$ cat config.mk
export PLATFORM = sky130hd
export DESIGN_NAME = converter_timing_status
export DESIGN_NICKNAME = d
export VERILOG_FILES = /design/src/hw/conv_cmd_pkg.sv /design/src/hw/converter_timing_status.sv /design/src/hw/ms_timer.sv /design/src/hw/vout_clamp.sv
export SDC_FILE = /design/constraint.sdc
export NUM_CORES = 1
export LEC_CHECK = 0
export BUFFER_PORTS_ARGS = -buffer_cell sky130_fd_sc_hd__buf_4
export CORE_MARGIN = 2
export CORE_UTILIZATION = 45
export CTS_CLUSTER_SIZE = 10
export DETAILED_ROUTE_END_ITERATION = 10
export PLACE_DENSITY = 0.76
export SYNTH_ARGS = -nofsm -noshare
export SYNTH_HDL_FRONTEND = slang
export SYNTH_SLANG_ARGS = --single-unit
$ cat constraint.sdc
create_clock -name i_mclk -period 4.41 [get_ports i_mclk]
set_input_delay 0.6615 -clock i_mclk [delete_from_list [all_inputs] [get_ports i_mclk]]
set_output_delay 0.6615 -clock i_mclk [all_outputs]
set_load 0.05 [all_outputs]
$ cat src/hw/conv_cmd_pkg.sv
// Command codes, defaults and field layout of the timing and status commands.
// Assumes a command front end that hands over decoded reads and writes.
package conv_cmd_pkg;

    // Sequencer timing
    localparam int MS_NS = 1000000;
    localparam int CLK_NS = 4;
    localparam int CYCLES_PER_MS_DEF = MS_NS / CLK_NS;

    localparam logic [7:0] CMD_VOUT_MODE = 8'h20;
    localparam logic [7:0] CMD_SUMMARY_BYTE = 8'h78;
    localparam logic [7:0] CMD_SUMMARY_WORD = 8'h79;
    localparam logic [7:0] CMD_VOUT_STATUS = 8'h7A;
    localparam logic [7:0] CMD_IOUT_STATUS = 8'h7B;
    localparam logic [7:0] CMD_INPUT_STATUS = 8'h7C;
    localparam logic [7:0] CMD_STATUS_TEMP = 8'h7D;
    localparam logic [7:0] CMD_STATUS_COMM = 8'h7E;
    localparam logic [7:0] CMD_STATUS_MAKER = 8'h80;
    localparam logic [7:0] CMD_VOUT_READING = 8'h8B;
    localparam logic [7:0] CMD_IOUT_READING = 8'h8C;
    localparam logic [7:0] CMD_READ_TEMP = 8'h8E;
    localparam logic [7:0] CMD_REVISION = 8'h98;

    // Writable commands, their defaults and writable bits
    localparam int NUM_RW = 6;
    localparam int RW_TON_LIMIT = 0;
    localparam int RW_TON_RESP = 1;
    localparam int RW_OFF_DELAY = 2;
    localparam int RW_FALL = 3;
    localparam int RW_VOUT_MIN = 4;
    localparam int RW_OPTIONS = 5;
    localparam logic [7:0] RW_CMD [NUM_RW] = '{8'h62, 8'h63, 8'h64, 8'h65, 8'hA4, 8'hE5};
    localparam logic [15:0] RW_RST [NUM_RW] =
        '{16'h0064, 16'h00BF, 16'h0000, 16'h0000, 16'h0100, 16'h00C7};
    localparam logic [15:0] RW_MASK [NUM_RW] =
        '{16'hFFFF, 16'h00FF, 16'hFFFF, 16'hFFFF, 16'hFFFF, 16'hFFFF};

    localparam logic [7:0] VOUT_MODE_VAL = 8'h17;
    localparam logic [7:0] REVISION_VAL = 8'h12;
    localparam logic [15:0] TEMP_FIXED_VAL = 16'h0019;
    localparam int DETECT_DISABLE_BIT = 3;

    // Fault response fields
    localparam int RESP_HI = 7;
    localparam int RESP_LO = 6;
    localparam int RETRY_HI = 5;
    localparam int RETRY_LO = 3;
    localparam logic [1:0] RESP_IGNORE = 2'h0;
    localparam logic [2:0] RETRY_LATCH = 3'h0;

    // Status bit positions
    localparam int VOUT_TON_BIT = 2;
    localparam int DET_FAULT_BIT = 7;
    localparam int VIN_UV_BIT = 4;
    localparam int SB_OFF = 6;
    localparam int SB_VOUT_OV = 5;
    localparam int SB_IOUT_OC = 4;
    localparam int SB_VIN_UV = 3;
    localparam int SB_TEMP = 2;
    localparam int SB_COMM = 1;
    localparam int SB_OTHER = 0;
    localparam int SW_VOUT = 15;
    localparam int SW_IOUT = 14;
    localparam int SW_INPUT = 13;
    localparam int SW_MAKER = 12;
    localparam int SW_PGOOD = 11;

    typedef enum logic [2:0] {
        ST_IDLE = 3'b000,
        ST_SS = 3'b001,
        ST_RUN = 3'b010,
        ST_RETRY = 3'b011,
        ST_LATCH = 3'b100,
        ST_DELAY = 3'b101,
        ST_FALL = 3'b110
    } seq_state_t;

endpackage

$ cat src/hw/converter_timing_status.sv
// Timing, soft-start timeout and status/telemetry commands of the converter.
// Assumes a command front end delivering one decoded read or write per cycle.
`timescale 1ns/1ns
module converter_timing_status
    import conv_cmd_pkg::*;
#(
    parameter int CYCLES_PER_MS = CYCLES_PER_MS_DEF
) (
    input wire logic i_mclk,
    input wire logic i_rstn,
    input wire logic i_ce,
    input wire logic [7:0] i_cmd,
    input wire logic i_wr_en,
    input wire logic [15:0] i_wr_data,
    input wire logic i_rd_en,
    input wire logic i_on,
    input wire logic i_soft_off,
    input wire logic i_vout_ok,
    input wire logic i_clear_faults,
    input wire logic [15:0] i_vout_request,
    input wire logic i_pgood_n,
    input wire logic [7:0] i_status_vout,
    input wire logic [7:0] i_output_current_status,
    input wire logic [7:0] i_status_input,
    input wire logic [7:0] i_status_temp,
    input wire logic [7:0] i_status_comm,
    input wire logic [7:0] i_status_maker,
    input wire logic [15:0] i_vout_meas,
    input wire logic [15:0] i_iout_meas,
    input wire logic [15:0] i_temp_meas,
    output logic [15:0] o_rd_data,
    output logic o_rd_valid,
    output logic o_rd_error,
    output logic o_converting,
    output logic o_softstart,
    output logic o_soft_stop,
    output logic o_softstart_fault,
    output logic [15:0] o_fall_time,
    output logic [15:0] o_vout_target
);

    logic [15:0] rw_q [NUM_RW];
    logic [NUM_RW-1:0] wr_hit;
    seq_state_t state;
    seq_state_t next_state;
    logic [15:0] next_rd_data;
    logic rw_read_hit;
    logic [15:0] rw_read_val;
    logic tmr_expired;
    logic [15:0] target_q;

    function automatic logic is_ro_cmd(input logic [7:0] cmd);
        case (cmd)
            CMD_VOUT_MODE, CMD_SUMMARY_BYTE, CMD_SUMMARY_WORD,
            CMD_VOUT_STATUS, CMD_IOUT_STATUS, CMD_INPUT_STATUS,
            CMD_STATUS_TEMP, CMD_STATUS_COMM, CMD_STATUS_MAKER,
            CMD_VOUT_READING, CMD_IOUT_READING, CMD_READ_TEMP,
            CMD_REVISION: is_ro_cmd = 1'b1;
            default: is_ro_cmd = 1'b0;
        endcase
    endfunction

    // Writable command registers
    // read-only writes dropped
    genvar g;
    generate
        for (g = 0; g < NUM_RW; g++) begin : g_rw
            assign wr_hit[g] = i_wr_en && i_cmd == RW_CMD[g];
            always_ff @(posedge i_mclk) begin
                if (!i_rstn)
                    rw_q[g] <= RW_RST[g];
                else if (i_ce && wr_hit[g])
                    rw_q[g] <= i_wr_data & RW_MASK[g];
            end
        end
    endgenerate

    wire [15:0] ton_limit = rw_q[RW_TON_LIMIT];
    wire [15:0] ton_resp = rw_q[RW_TON_RESP];
    wire [15:0] off_delay = rw_q[RW_OFF_DELAY];
    wire [15:0] fall_time = rw_q[RW_FALL];
    wire [15:0] vout_min = rw_q[RW_VOUT_MIN];
    wire [15:0] options = rw_q[RW_OPTIONS];

    wire softstart_detect_disable = options[DETECT_DISABLE_BIT];

    wire resp_ignore = ton_resp[RESP_HI:RESP_LO] == RESP_IGNORE;
    wire resp_latch = ton_resp[RETRY_HI:RETRY_LO] == RETRY_LATCH;

    // Power sequencing
    // timeout while ramping
    wire ss_timeout = state == ST_SS && !i_vout_ok && tmr_expired;
    wire tmr_start = next_state != state;

    wire [15:0] tmr_limit = state == ST_SS ? ton_limit :
                            state == ST_DELAY ? off_delay : fall_time;

    always_comb begin
        next_state = state;
        case (state)
            ST_IDLE: begin
                if (i_on)
                    next_state = ST_SS;
            end
            ST_SS: begin
                if (!i_on)
                    next_state = ST_IDLE;
                else if (i_vout_ok)
                    next_state = ST_RUN;
                else if (ss_timeout && resp_ignore)
                    next_state = ST_RUN;
                else if (ss_timeout && resp_latch)
                    next_state = ST_LATCH;
                else if (ss_timeout)
                    next_state = ST_RETRY;
            end
            ST_RETRY: begin
                next_state = i_on ? ST_SS : ST_IDLE;
            end
            ST_RUN: begin
                if (!i_on)
                    next_state = i_soft_off ? ST_DELAY : ST_IDLE;
            end
            ST_DELAY: begin
                if (tmr_expired)
                    next_state = ST_FALL;
            end
            ST_FALL: begin
                if (tmr_expired)
                    next_state = ST_IDLE;
            end
            ST_LATCH: begin
                // Stays off until the enable is dropped
                if (!i_on)
                    next_state = ST_IDLE;
            end
            default: next_state = ST_IDLE;
        endcase
    end

    always_ff @(posedge i_mclk) begin
        if (!i_rstn)
            state <= ST_IDLE;
        else if (i_ce)
            state <= next_state;
    end

    ms_timer #(
        .CYC_PER_MS(CYCLES_PER_MS),
        .W(16)
    ) u_timer (
        .i_mclk(i_mclk),
        .i_rstn(i_rstn),
        .i_ce(i_ce),
        .i_start(tmr_start),
        .i_limit(tmr_limit),
        .o_expired(tmr_expired)
    );

    vout_clamp u_clamp (
        .i_mclk(i_mclk),
        .i_rstn(i_rstn),
        .i_ce(i_ce),
        .i_request(i_vout_request),
        .i_min(vout_min),
        .i_rst_value(RW_RST[RW_VOUT_MIN]),
        .o_target(target_q)
    );

    // Status assembly, live from the detail inputs
    // timeout shown in output byte
    wire [7:0] vout_status = i_status_vout | (8'(o_softstart_fault) << VOUT_TON_BIT);
    wire is_off = !o_converting;

    wire [7:0] summary_byte = {1'b0, is_off, vout_status[DET_FAULT_BIT],
        i_output_current_status[DET_FAULT_BIT], i_status_input[VIN_UV_BIT], |i_status_temp,
        |i_status_comm, |i_status_maker} & 8'hFF;

    wire [7:0] status_hi = {|vout_status, |i_output_current_status, |i_status_input,
        |i_status_maker, i_pgood_n, 3'h0};
    wire [15:0] summary_word = {status_hi, summary_byte};

    wire [15:0] temp_value = softstart_detect_disable ? i_temp_meas : TEMP_FIXED_VAL;

    always_comb begin
        rw_read_hit = 1'b0;
        rw_read_val = 16'h0000;
        for (int k = 0; k < NUM_RW; k++) begin
            if (i_cmd == RW_CMD[k]) begin
                rw_read_hit = 1'b1;
                rw_read_val = rw_q[k];
            end
        end
    end

    always_comb begin
        case (i_cmd)
            CMD_VOUT_MODE: next_rd_data = {8'h00, VOUT_MODE_VAL};
            CMD_SUMMARY_BYTE: next_rd_data = {8'h00, summary_byte};
            CMD_SUMMARY_WORD: next_rd_data = summary_word;
            CMD_VOUT_STATUS: next_rd_data = {8'h00, vout_status};
            CMD_IOUT_STATUS: next_rd_data = {8'h00, i_output_current_status};
            CMD_INPUT_STATUS: next_rd_data = {8'h00, i_status_input};
            CMD_STATUS_TEMP: next_rd_data = {8'h00, i_status_temp};
            CMD_STATUS_COMM: next_rd_data = {8'h00, i_status_comm};
            CMD_STATUS_MAKER: next_rd_data = {8'h00, i_status_maker};
            CMD_VOUT_READING: next_rd_data = i_vout_meas;
            CMD_IOUT_READING: next_rd_data = i_iout_meas;
            CMD_READ_TEMP: next_rd_data = temp_value;
            CMD_REVISION: next_rd_data = {8'h00, REVISION_VAL};
            default: next_rd_data = rw_read_val;
        endcase
    end

    wire rd_known = rw_read_hit || is_ro_cmd(i_cmd);

    // Read answer, one cycle after the request
    always_ff @(posedge i_mclk) begin
        if (!i_rstn) begin
            o_rd_data <= 16'h0000;
            o_rd_valid <= 1'b0;
            o_rd_error <= 1'b0;
        end else if (i_ce) begin
            o_rd_valid <= i_rd_en;
            o_rd_error <= i_rd_en && !rd_known;
            if (i_rd_en)
                o_rd_data <= rd_known ? next_rd_data : 16'h0000;
        end
    end

    always_ff @(posedge i_mclk) begin
        if (!i_rstn)
            o_softstart_fault <= 1'b0;
        else if (i_ce)
            o_softstart_fault <= ss_timeout || (o_softstart_fault && !i_clear_faults);
    end

    always_ff @(posedge i_mclk) begin
        if (!i_rstn) begin
            o_converting <= 1'b0;
            o_softstart <= 1'b0;
            o_soft_stop <= 1'b0;
            o_fall_time <= RW_RST[RW_FALL];
            o_vout_target <= RW_RST[RW_VOUT_MIN];
        end else if (i_ce) begin
            o_converting <= next_state inside {ST_SS, ST_RUN, ST_DELAY};
            o_softstart <= next_state == ST_SS;
            o_soft_stop <= next_state == ST_FALL;
            o_fall_time <= fall_time;
            o_vout_target <= target_q;
        end
    end
endmodule

$ cat src/hw/ms_timer.sv
// Millisecond timer restarted by a pulse, compared against a limit in ms.
// Assumes the caller pulses i_start on entry to each timed phase.
`timescale 1ns/1ns
module ms_timer
    import conv_cmd_pkg::*;
#(
    parameter int CYC_PER_MS = CYCLES_PER_MS_DEF,
    parameter int W = 16
) (
    input wire logic i_mclk,
    input wire logic i_rstn,
    input wire logic i_ce,
    input wire logic i_start,
    input wire logic [W-1:0] i_limit,
    output logic o_expired
);
    localparam int CW = $clog2(CYC_PER_MS + 1);
    logic [CW-1:0] cyc;
    logic [W-1:0] ms;
    wire ms_tick = cyc == CW'(CYC_PER_MS - 1);
    wire ms_full = &ms;

    always_ff @(posedge i_mclk) begin
        if (!i_rstn) begin
            cyc <= '0;
            ms <= '0;
        end else if (i_ce) begin
            cyc <= (i_start || ms_tick) ? '0 : cyc + 1'b1;
            // Saturate so a long phase never wraps into a false pass
            if (i_start)
                ms <= '0;
            else if (ms_tick && !ms_full)
                ms <= ms + 1'b1;
        end
    end

    assign o_expired = ms >= i_limit;
endmodule

$ cat src/hw/vout_clamp.sv
// Output setpoint floor: any requested target below the minimum is raised to it.
// Both values are linear with exponent -9, so a plain compare suffices.
`timescale 1ns/1ns
module vout_clamp (
    input wire logic i_mclk,
    input wire logic i_rstn,
    input wire logic i_ce,
    input wire logic [15:0] i_request,
    input wire logic [15:0] i_min,
    input wire logic [15:0] i_rst_value,
    output logic [15:0] o_target
);
    wire below_min = i_request < i_min;
    wire [15:0] next_target = below_min ? i_min : i_request;

    always_ff @(posedge i_mclk) begin
        if (!i_rstn)
            o_target <= i_rst_value;
        else if (i_ce)
            o_target <= next_target;
    end
endmodule

==> results of run 1 <==
## how the worst max path moves through the flow
stage,slack [ps],to,cells past startpoint
floorplan,270,u_timer.ms[11],13
CTS,570,u_timer.ms[12],11
detailed placement,620,u_timer.ms[12],11
global route,220,u_timer.ms[0],13
finish,550,u_timer.ms[12],13
global placement,760,u_timer.ms[12],13
## layout make-up
cell class | count | area [µm²]
multi-input cells | 856 | 5540
fillers | 2139 | 10200
clock inverters | 11 | 75.1
well taps | 319 | 399
clock buffers | 21 | 472
repair buffers | 232 | 1740
flip-flops and latches | 195 | 4780
inverters | 42 | 158
## flip-flops by register name, summed over array words and instances (netlist names), 3 cells and up
name,flops
u_timer.cyc,18
rw_q,88
u_timer.ms,16
u_clamp.o_target,16
state,3
o_rd_data,16
o_vout_target,16
o_fall_time,16
## Yosys cell counts, types with 14 or more instances
library cell  instances
dfxtp_1             107
nor2_1               98
nand2_1              91
edfxtp_1             88
and2_1               71
a21oi_1              64
mux2i_1              61
o21ai_0              61
clkbuf_1             56
nor3_1               44
inv_1                41
nand3_1              35
ha_1                 33
a22oi_1              25
nand4_1              21
nor4_1               20
a222oi_1             18
a221oi_1             17
a311oi_1             16
a2111oi_0            15
and3_1               14
## worst register-to-register path, stage by stage, from the launching register on
cell	delay, ps
dfxtp_1	670
buf_4	290
mux2i_1	220
nor2_1	50
a21oi_1	140
ha_1	260
o21ai_0	240
o221ai_1	150
a31oi_1	220
a211oi_1	160
a2111oi_4	630
buf_4	250
nand3_1	260
o22ai_1	250
## layer usage
layer,global-route usage (%),share of wire [%],vias to the layer above
met3,6.84,10,78
met4,8.15,2.5,4
met5,0,0.084,-
li1,-,-,4722
met1,40.7,42,4820
met2,42.7,45,598
## kinds of logic after synthesis
family,count (synthesis),synth area share [%]
AO/OA/AOI/OAI,281,18.0
XOR/XNOR,16,1.31
adder cells (fa/ha/maj),33,3.86
buffers and inverters,110,3.90
flip-flops,195,44.7
multiplexers,62,5.81
AND/OR/NAND/NOR,464,22.5
## cells in the final DEF, fill, tap and decap left out, types with 14 or more instances in the layout
cell type	count
clkbuf_16	18
a22oi_1	25
nor4_1	17
a21oi_1	64
nand3_1	35
inv_1	41
a311oi_1	16
a222oi_1	18
nor2_1	98
o21ai_0	57
nand2_1	91
ha_1	33
dfxtp_1	107
mux2i_1	61
a221oi_1	17
edfxtp_1	88
nor3_1	42
buf_4	232
and2_1	71
nand4_1	21
a2111oi_0	15
and3_1	14
## power by group
part | switching, mW | internal, mW | leakage (nW) | total, mW
logic | 0.389 | 0.250 | 3.13 | 0.639
clock network | 0.708 | 0.775 | 0.274 | 1.48
registers | 0.0801 | 1.97 | 1.72 | 2.05
## per-stage QoR
| stage | hold slack [ps] | instance area [µm²] | utilization (%) | power, mW | worst slack (ps) |
|---|---|---|---|---|---|
| after CTS | 465 | 13200 | 56.3 | 4.17 | 569 |
| after global placement | 453 | 12600 | 53.9 | 2.70 | 757 |
| after detailed placement | 454 | 12600 | 53.9 | 2.71 | 615 |
| final | 464 | 13200 | 56.3 | 4.17 | 554 |
| after floorplan | 446 | 10700 | - | 2.41 | 273 |
| after global routing | 491 | 13200 | 56.3 | 4.31 | 215 |
==> results.md, run 1 <==
- Detailed Place HPWL: 27,100 µm
- Top delay family on crit path: compound AO/OA/AOI/OAI gates
- Reg clk slew, reported paths: 70 ps
- Critical Path AT: 4220 ps
- PD cells: 317 mW/mm²
- Asr flop ratio synth: 0%
- Number of global-route vias before repair: 9,163
- Fmax: 259 MHz
- Number of synthesized flops with an enable pin: 88
- R2R cell count: 13
- Area delta synth->final: 23.0%
- Initial Utilization: 45.7%
- Layout cell share with drive strength beyond 1: 21.1%
- # resized after CTS: 0
- Die X: 158 µm
- Bufs and invs on worst path: 2
- Top cell type's share of synthesized area: 24.7%
- Num rows: 56
- Hold path cells: 2
- Critical Path Source: state[2]
- Synth top area cells: edfxtp_1, dfxtp_1, mux2i_1
- Hold Path Origin: o_soft_stop
- # DRC: 0
- Routability Congestion: 0.983
- Placed cells: 1,644
- Clock Skew: 9.60 ps
- RSZ-0062 raised after global routing: no
- WL per Instance: 21.3 µm
- Mapped Avg Cell Area: 9.22 µm²
- Largest area contributor in the netlist: edfxtp_1
- Clock latency on the worst-skew pair: 440 ps
- Final WL: 35,700 µm
- Max FO, Critical Path: 11
- IO buf count: 199
- Hold-fix buffers at CTS: 0
- Max VDD drop: 0.000245 V
- Cell variety after synth: 67
- Worst R2R Start: state[2]
- I/O Pins: 200
- Seq/Total Area, Yosys: 44.7%
- Final hold vios: 0
- Tot GR Track Use: 28.4%
- Worst min path class: reg2reg
- FF+latch count, synth: 195
- R2R Path End: u_timer.ms[12]
- Hold Path End: o_soft_stop
- Crit-path slowest cell: dfxtp_1
- Root Driver: clkbuf_16
- Syn nets: 1,340
- Final Instance Count excl. Fillers: 1,676
- Post-CTS setup repair buffer count: 0
- Diodes inserted: 0
- Worst relative slew slack: 31.7%
- Die H: 158 µm
- Sum Neg Setup Slack: 0 ps
- Maximum clock path buffer count: 2
- Cell count after synthesis: 1,161
- Outcome: complete, no violations
- Avg Vias per Cell: 6.10
- TritonCTS Sinks: 195
- Max Slew Vio Count: 0
- H-tree Lvls: 4
- Slew @ Worst Pin: 1020 ps
- Pin count of the biggest net entering global routing: 60
- DR iter-0 viols: 1,506
- Final min period: 3860 ps
- Initial DRT Pass Iterations: 10
- Vias: 10,222
- Number of buffers created by CTS: 17
- CTS tree: built
- Number of max-cap violations: 0
- Critical Path Start Type: flop
- Worst EP required: 4770 ps
- # setup viols final: 0
- Worst setup EP type: flop
- Antenna violations before repair: 2
- R2R Setup Slk: 550 ps
- YS warnings: 0
- Synth Flop Type: dfxtp_1
- Post-route ant nets: 0
- Crit Path Class: reg2reg
- Core area: 0.0234 mm²
- Crit path top cell by count: buf_4
- Congestion Overflow GR: 0
- Post-synth design cell area: 0.0107 mm²
- CP Cell Sequence: buf_4 > mux2i_1 > nor2_1 > a21oi_1 > ha_1 > o21ai_0 > o221ai_1 > a31oi_1 > a211oi_1 > a2111oi_4 > buf_4 > nand3_1 > o22ai_1
- Die area: 0.0250 mm²
- Nets@finish: 1,523
- First-pass GRT wire length: 53,500 µm
- Final cycle utilization of the critical path: 87.4%
- Leak: 5.13 nW
- Crit-path max cell delay: 670 ps
(Power assumes the default switching activity.)
==> inputs of run 2 (changes only) <==
PLACE_DENSITY = 0.69   (was 0.76)
==> run 2 against run 1 <==
Clock-buffer cell count fell by 4. Largest power group unchanged. Critical endpoint unchanged. First-iteration DRC count fell by 34%. Sequential power barely moved.
==> results.md, run 2 (same netlist as run 1, synthesis figures left out) <==
- Routability Congestion: 0.963 (-2.0%)
- CTS tree: built
- Area delta synth->final: 23.7%
- Die area: 0.0250 mm² (unchanged)
- Clock Skew: 14.4 ps (+4.78 ps)
- Post-CTS setup repair buffer count: 0 (unchanged)
- Met1 usage: 39.1% (-1.6 points)
- # setup viols final: 0 (unchanged)
- Worst R2R Start: state[2]
- IO buf count: 199 (unchanged)
- I/O Pins: 200 (unchanged)
- Cell area after layout: 0.0132 mm² (+0.59%)
- Root Driver: clkbuf_16
- Diodes inserted: 0 (unchanged)
- Nets@finish: 1,524 (+0.066%)
- Initial DRT Pass Iterations: 6 (-4)
- Final hold vios: 0 (unchanged)
- Final min period: 3990 ps (+131 ps)
- Crit Path Class: reg2reg
- DP Worst Slack: 549 ps (-65.8 ps)
- Hold path cells: 2 (unchanged)
- Post-layout util: 56.6% (+0.33 points)
- H-tree Lvls: 4 (unchanged)
- Fmax: 251 MHz (-3.3%)
- Met2 Usage GRT: 42.6% (-0.083 points)
- Number of max-cap violations: 0 (unchanged)
- R2R Path End: u_timer.ms[12]
- Worst setup EP type: flop
- Hold Path Origin: o_rd_data[15]
- GR Util met3: 5.91% (-0.93 points)
- Final cycle utilization of the critical path: 90.4% (+3.0 points)
- Max FO, Critical Path: 11 (unchanged)
- Tot GR Track Use: 27.7% (-0.75 points)
- Congestion Overflow GR: 0 (unchanged)
- Reg with most FFs: rw_q
- Post-placement cell area: 0.0126 mm² (about the same)
- Post-route ant nets: 0 (unchanged)
- Hold-fix buffers at CTS: 0 (unchanged)
- Pin count of the biggest net entering global routing: 55 (-8.3%)
- Layout cell share with drive strength beyond 1: 21.4% (+0.35 points)
- Placed cells: 1,645 (+0.061%)
- Vias: 10,072 (-1.5%)
- Reg clk slew, reported paths: 70 ps (about the same)
- Hold Path End: o_rd_data[15]
- Initial Utilization: 45.7% (unchanged)
- Worst min path class: reg2reg
- Max Slew Vio Count: 0 (unchanged)
- Max VDD drop: 0.000251 V (+2.5%)
- Num rows: 56 (unchanged)
- Leak: 5.17 nW (+0.75%)
- DR iter-0 viols: 994 (-34%)
- Slew @ Worst Pin: 1040 ps (+26.4 ps)
- Post-layout total power: 4.32 mW (+3.5%)
- Clock latency on the worst-skew pair: 440 ps (about the same)
- PD cells: 326 mW/mm² (+2.9%)
- R2R cell count: 14 (+1)
- Max reg flops: 88 (unchanged)
- Grt peak-use layer: met2
- Maximum clock path buffer count: 2 (unchanged)
- # DRC: 0 (unchanged)
- Avg Vias per Cell: 6.01 (-1.5%)
- Die H: 158 µm (unchanged)
- Final Instance Count excl. Fillers: 1,677 (+0.060%)
- Critical Path AT: 4350 ps (+130 ps)
- # resized after CTS: 0 (unchanged)
- Final worst setup slack: 423 ps (-131 ps)
- Worst relative slew slack: 29.9% (-1.8 points)
- Outcome: complete, no violations
- WL per Instance: 20.9 µm (-1.8%)
- Final WL: 35,100 µm (-1.8%)
- Sum Neg Setup Slack: 0 ps (unchanged)
- Core area: 0.0234 mm² (unchanged)
- Die X: 158 µm (unchanged)
- R2R Setup Slk: 420 ps (-130 ps)
- Worst EP required: 4770 ps (about the same)
- Antenna violations before repair: 0 (-2)
- Top flop regs: rw_q x88, u_timer.cyc x18
- Number of buffers created by CTS: 17 (unchanged)
- Commonest non-fill, non-tap cell in the layout: buf_4
- RSZ-0062 raised after global routing: no
- First-pass GRT wire length: 52,500 µm (-1.9%)
- TritonCTS Sinks: 195 (unchanged)
- Critical Path Start Type: flop
- Detailed Place HPWL: 26,400 µm (-2.6%)
- Most frequent cells in the layout: buf_4, dfxtp_1, nor2_1
- Number of global-route vias before repair: 9,232 (+0.75%)
- Min Hold Slack: 474 ps (+10.4 ps)
run 2: how the worst max path moves through the flow:
| stage | cells past startpoint | from | endpoint |
|---|---|---|---|
| 6_report | 14 | state[2] | u_timer.ms[12] |
| 3_3_place_gp | 11 | state[1] | u_timer.ms[12] |
| 2_1_floorplan | 13 | state[2] | u_timer.ms[11] |
| 5_1_grt | 14 | state[1] | u_timer.ms[12] |
| 3_5_place_dp | 14 | state[1] | u_timer.ms[12] |
| 4_1_cts | 14 | state[2] | u_timer.ms[12] |
run 2: where the power goes:
part / switching (mW) / total, mW / internal [mW]
Sequential: 0.0708 / 2.04 / 1.97
Combinational: 0.391 / 0.640 / 0.249
Clock: 0.770 / 1.64 / 0.868
Total: 1.23 / 4.32 / 3.08
run 2: final cells by class:
cell class | instances | area [µm²]
Multi-Input combinational cell | 856 | 5540
Clock buffer | 17 | 425
Tap cell | 319 | 399
Inverter | 42 | 158
Clock inverter | 15 | 191
Fill cell | 2152 | 10200
Sequential cell | 195 | 4780
Timing Repair Buffer | 233 | 1750
run 2: worst max-delay path, stage by stage (launching register included):
cell	delay, ps
dfxtp_1	420
buf_4	260
mux2i_1	360
nor2_1	70
a21oi_1	190
ha_1	290
a21oi_1	150
o21a_1	150
a2bb2oi_1	200
buf_4	190
a211oi_1	100
a2111oi_4	710
buf_4	300
nand3_1	280
o22ai_1	240
run 2: layer usage:
metal  vias up  part of all wire, %
li1       4725                    -
met1      4780                   42
met2       507                   46
met3        60                  8.8
met4         0                  2.6
met5         -                    0
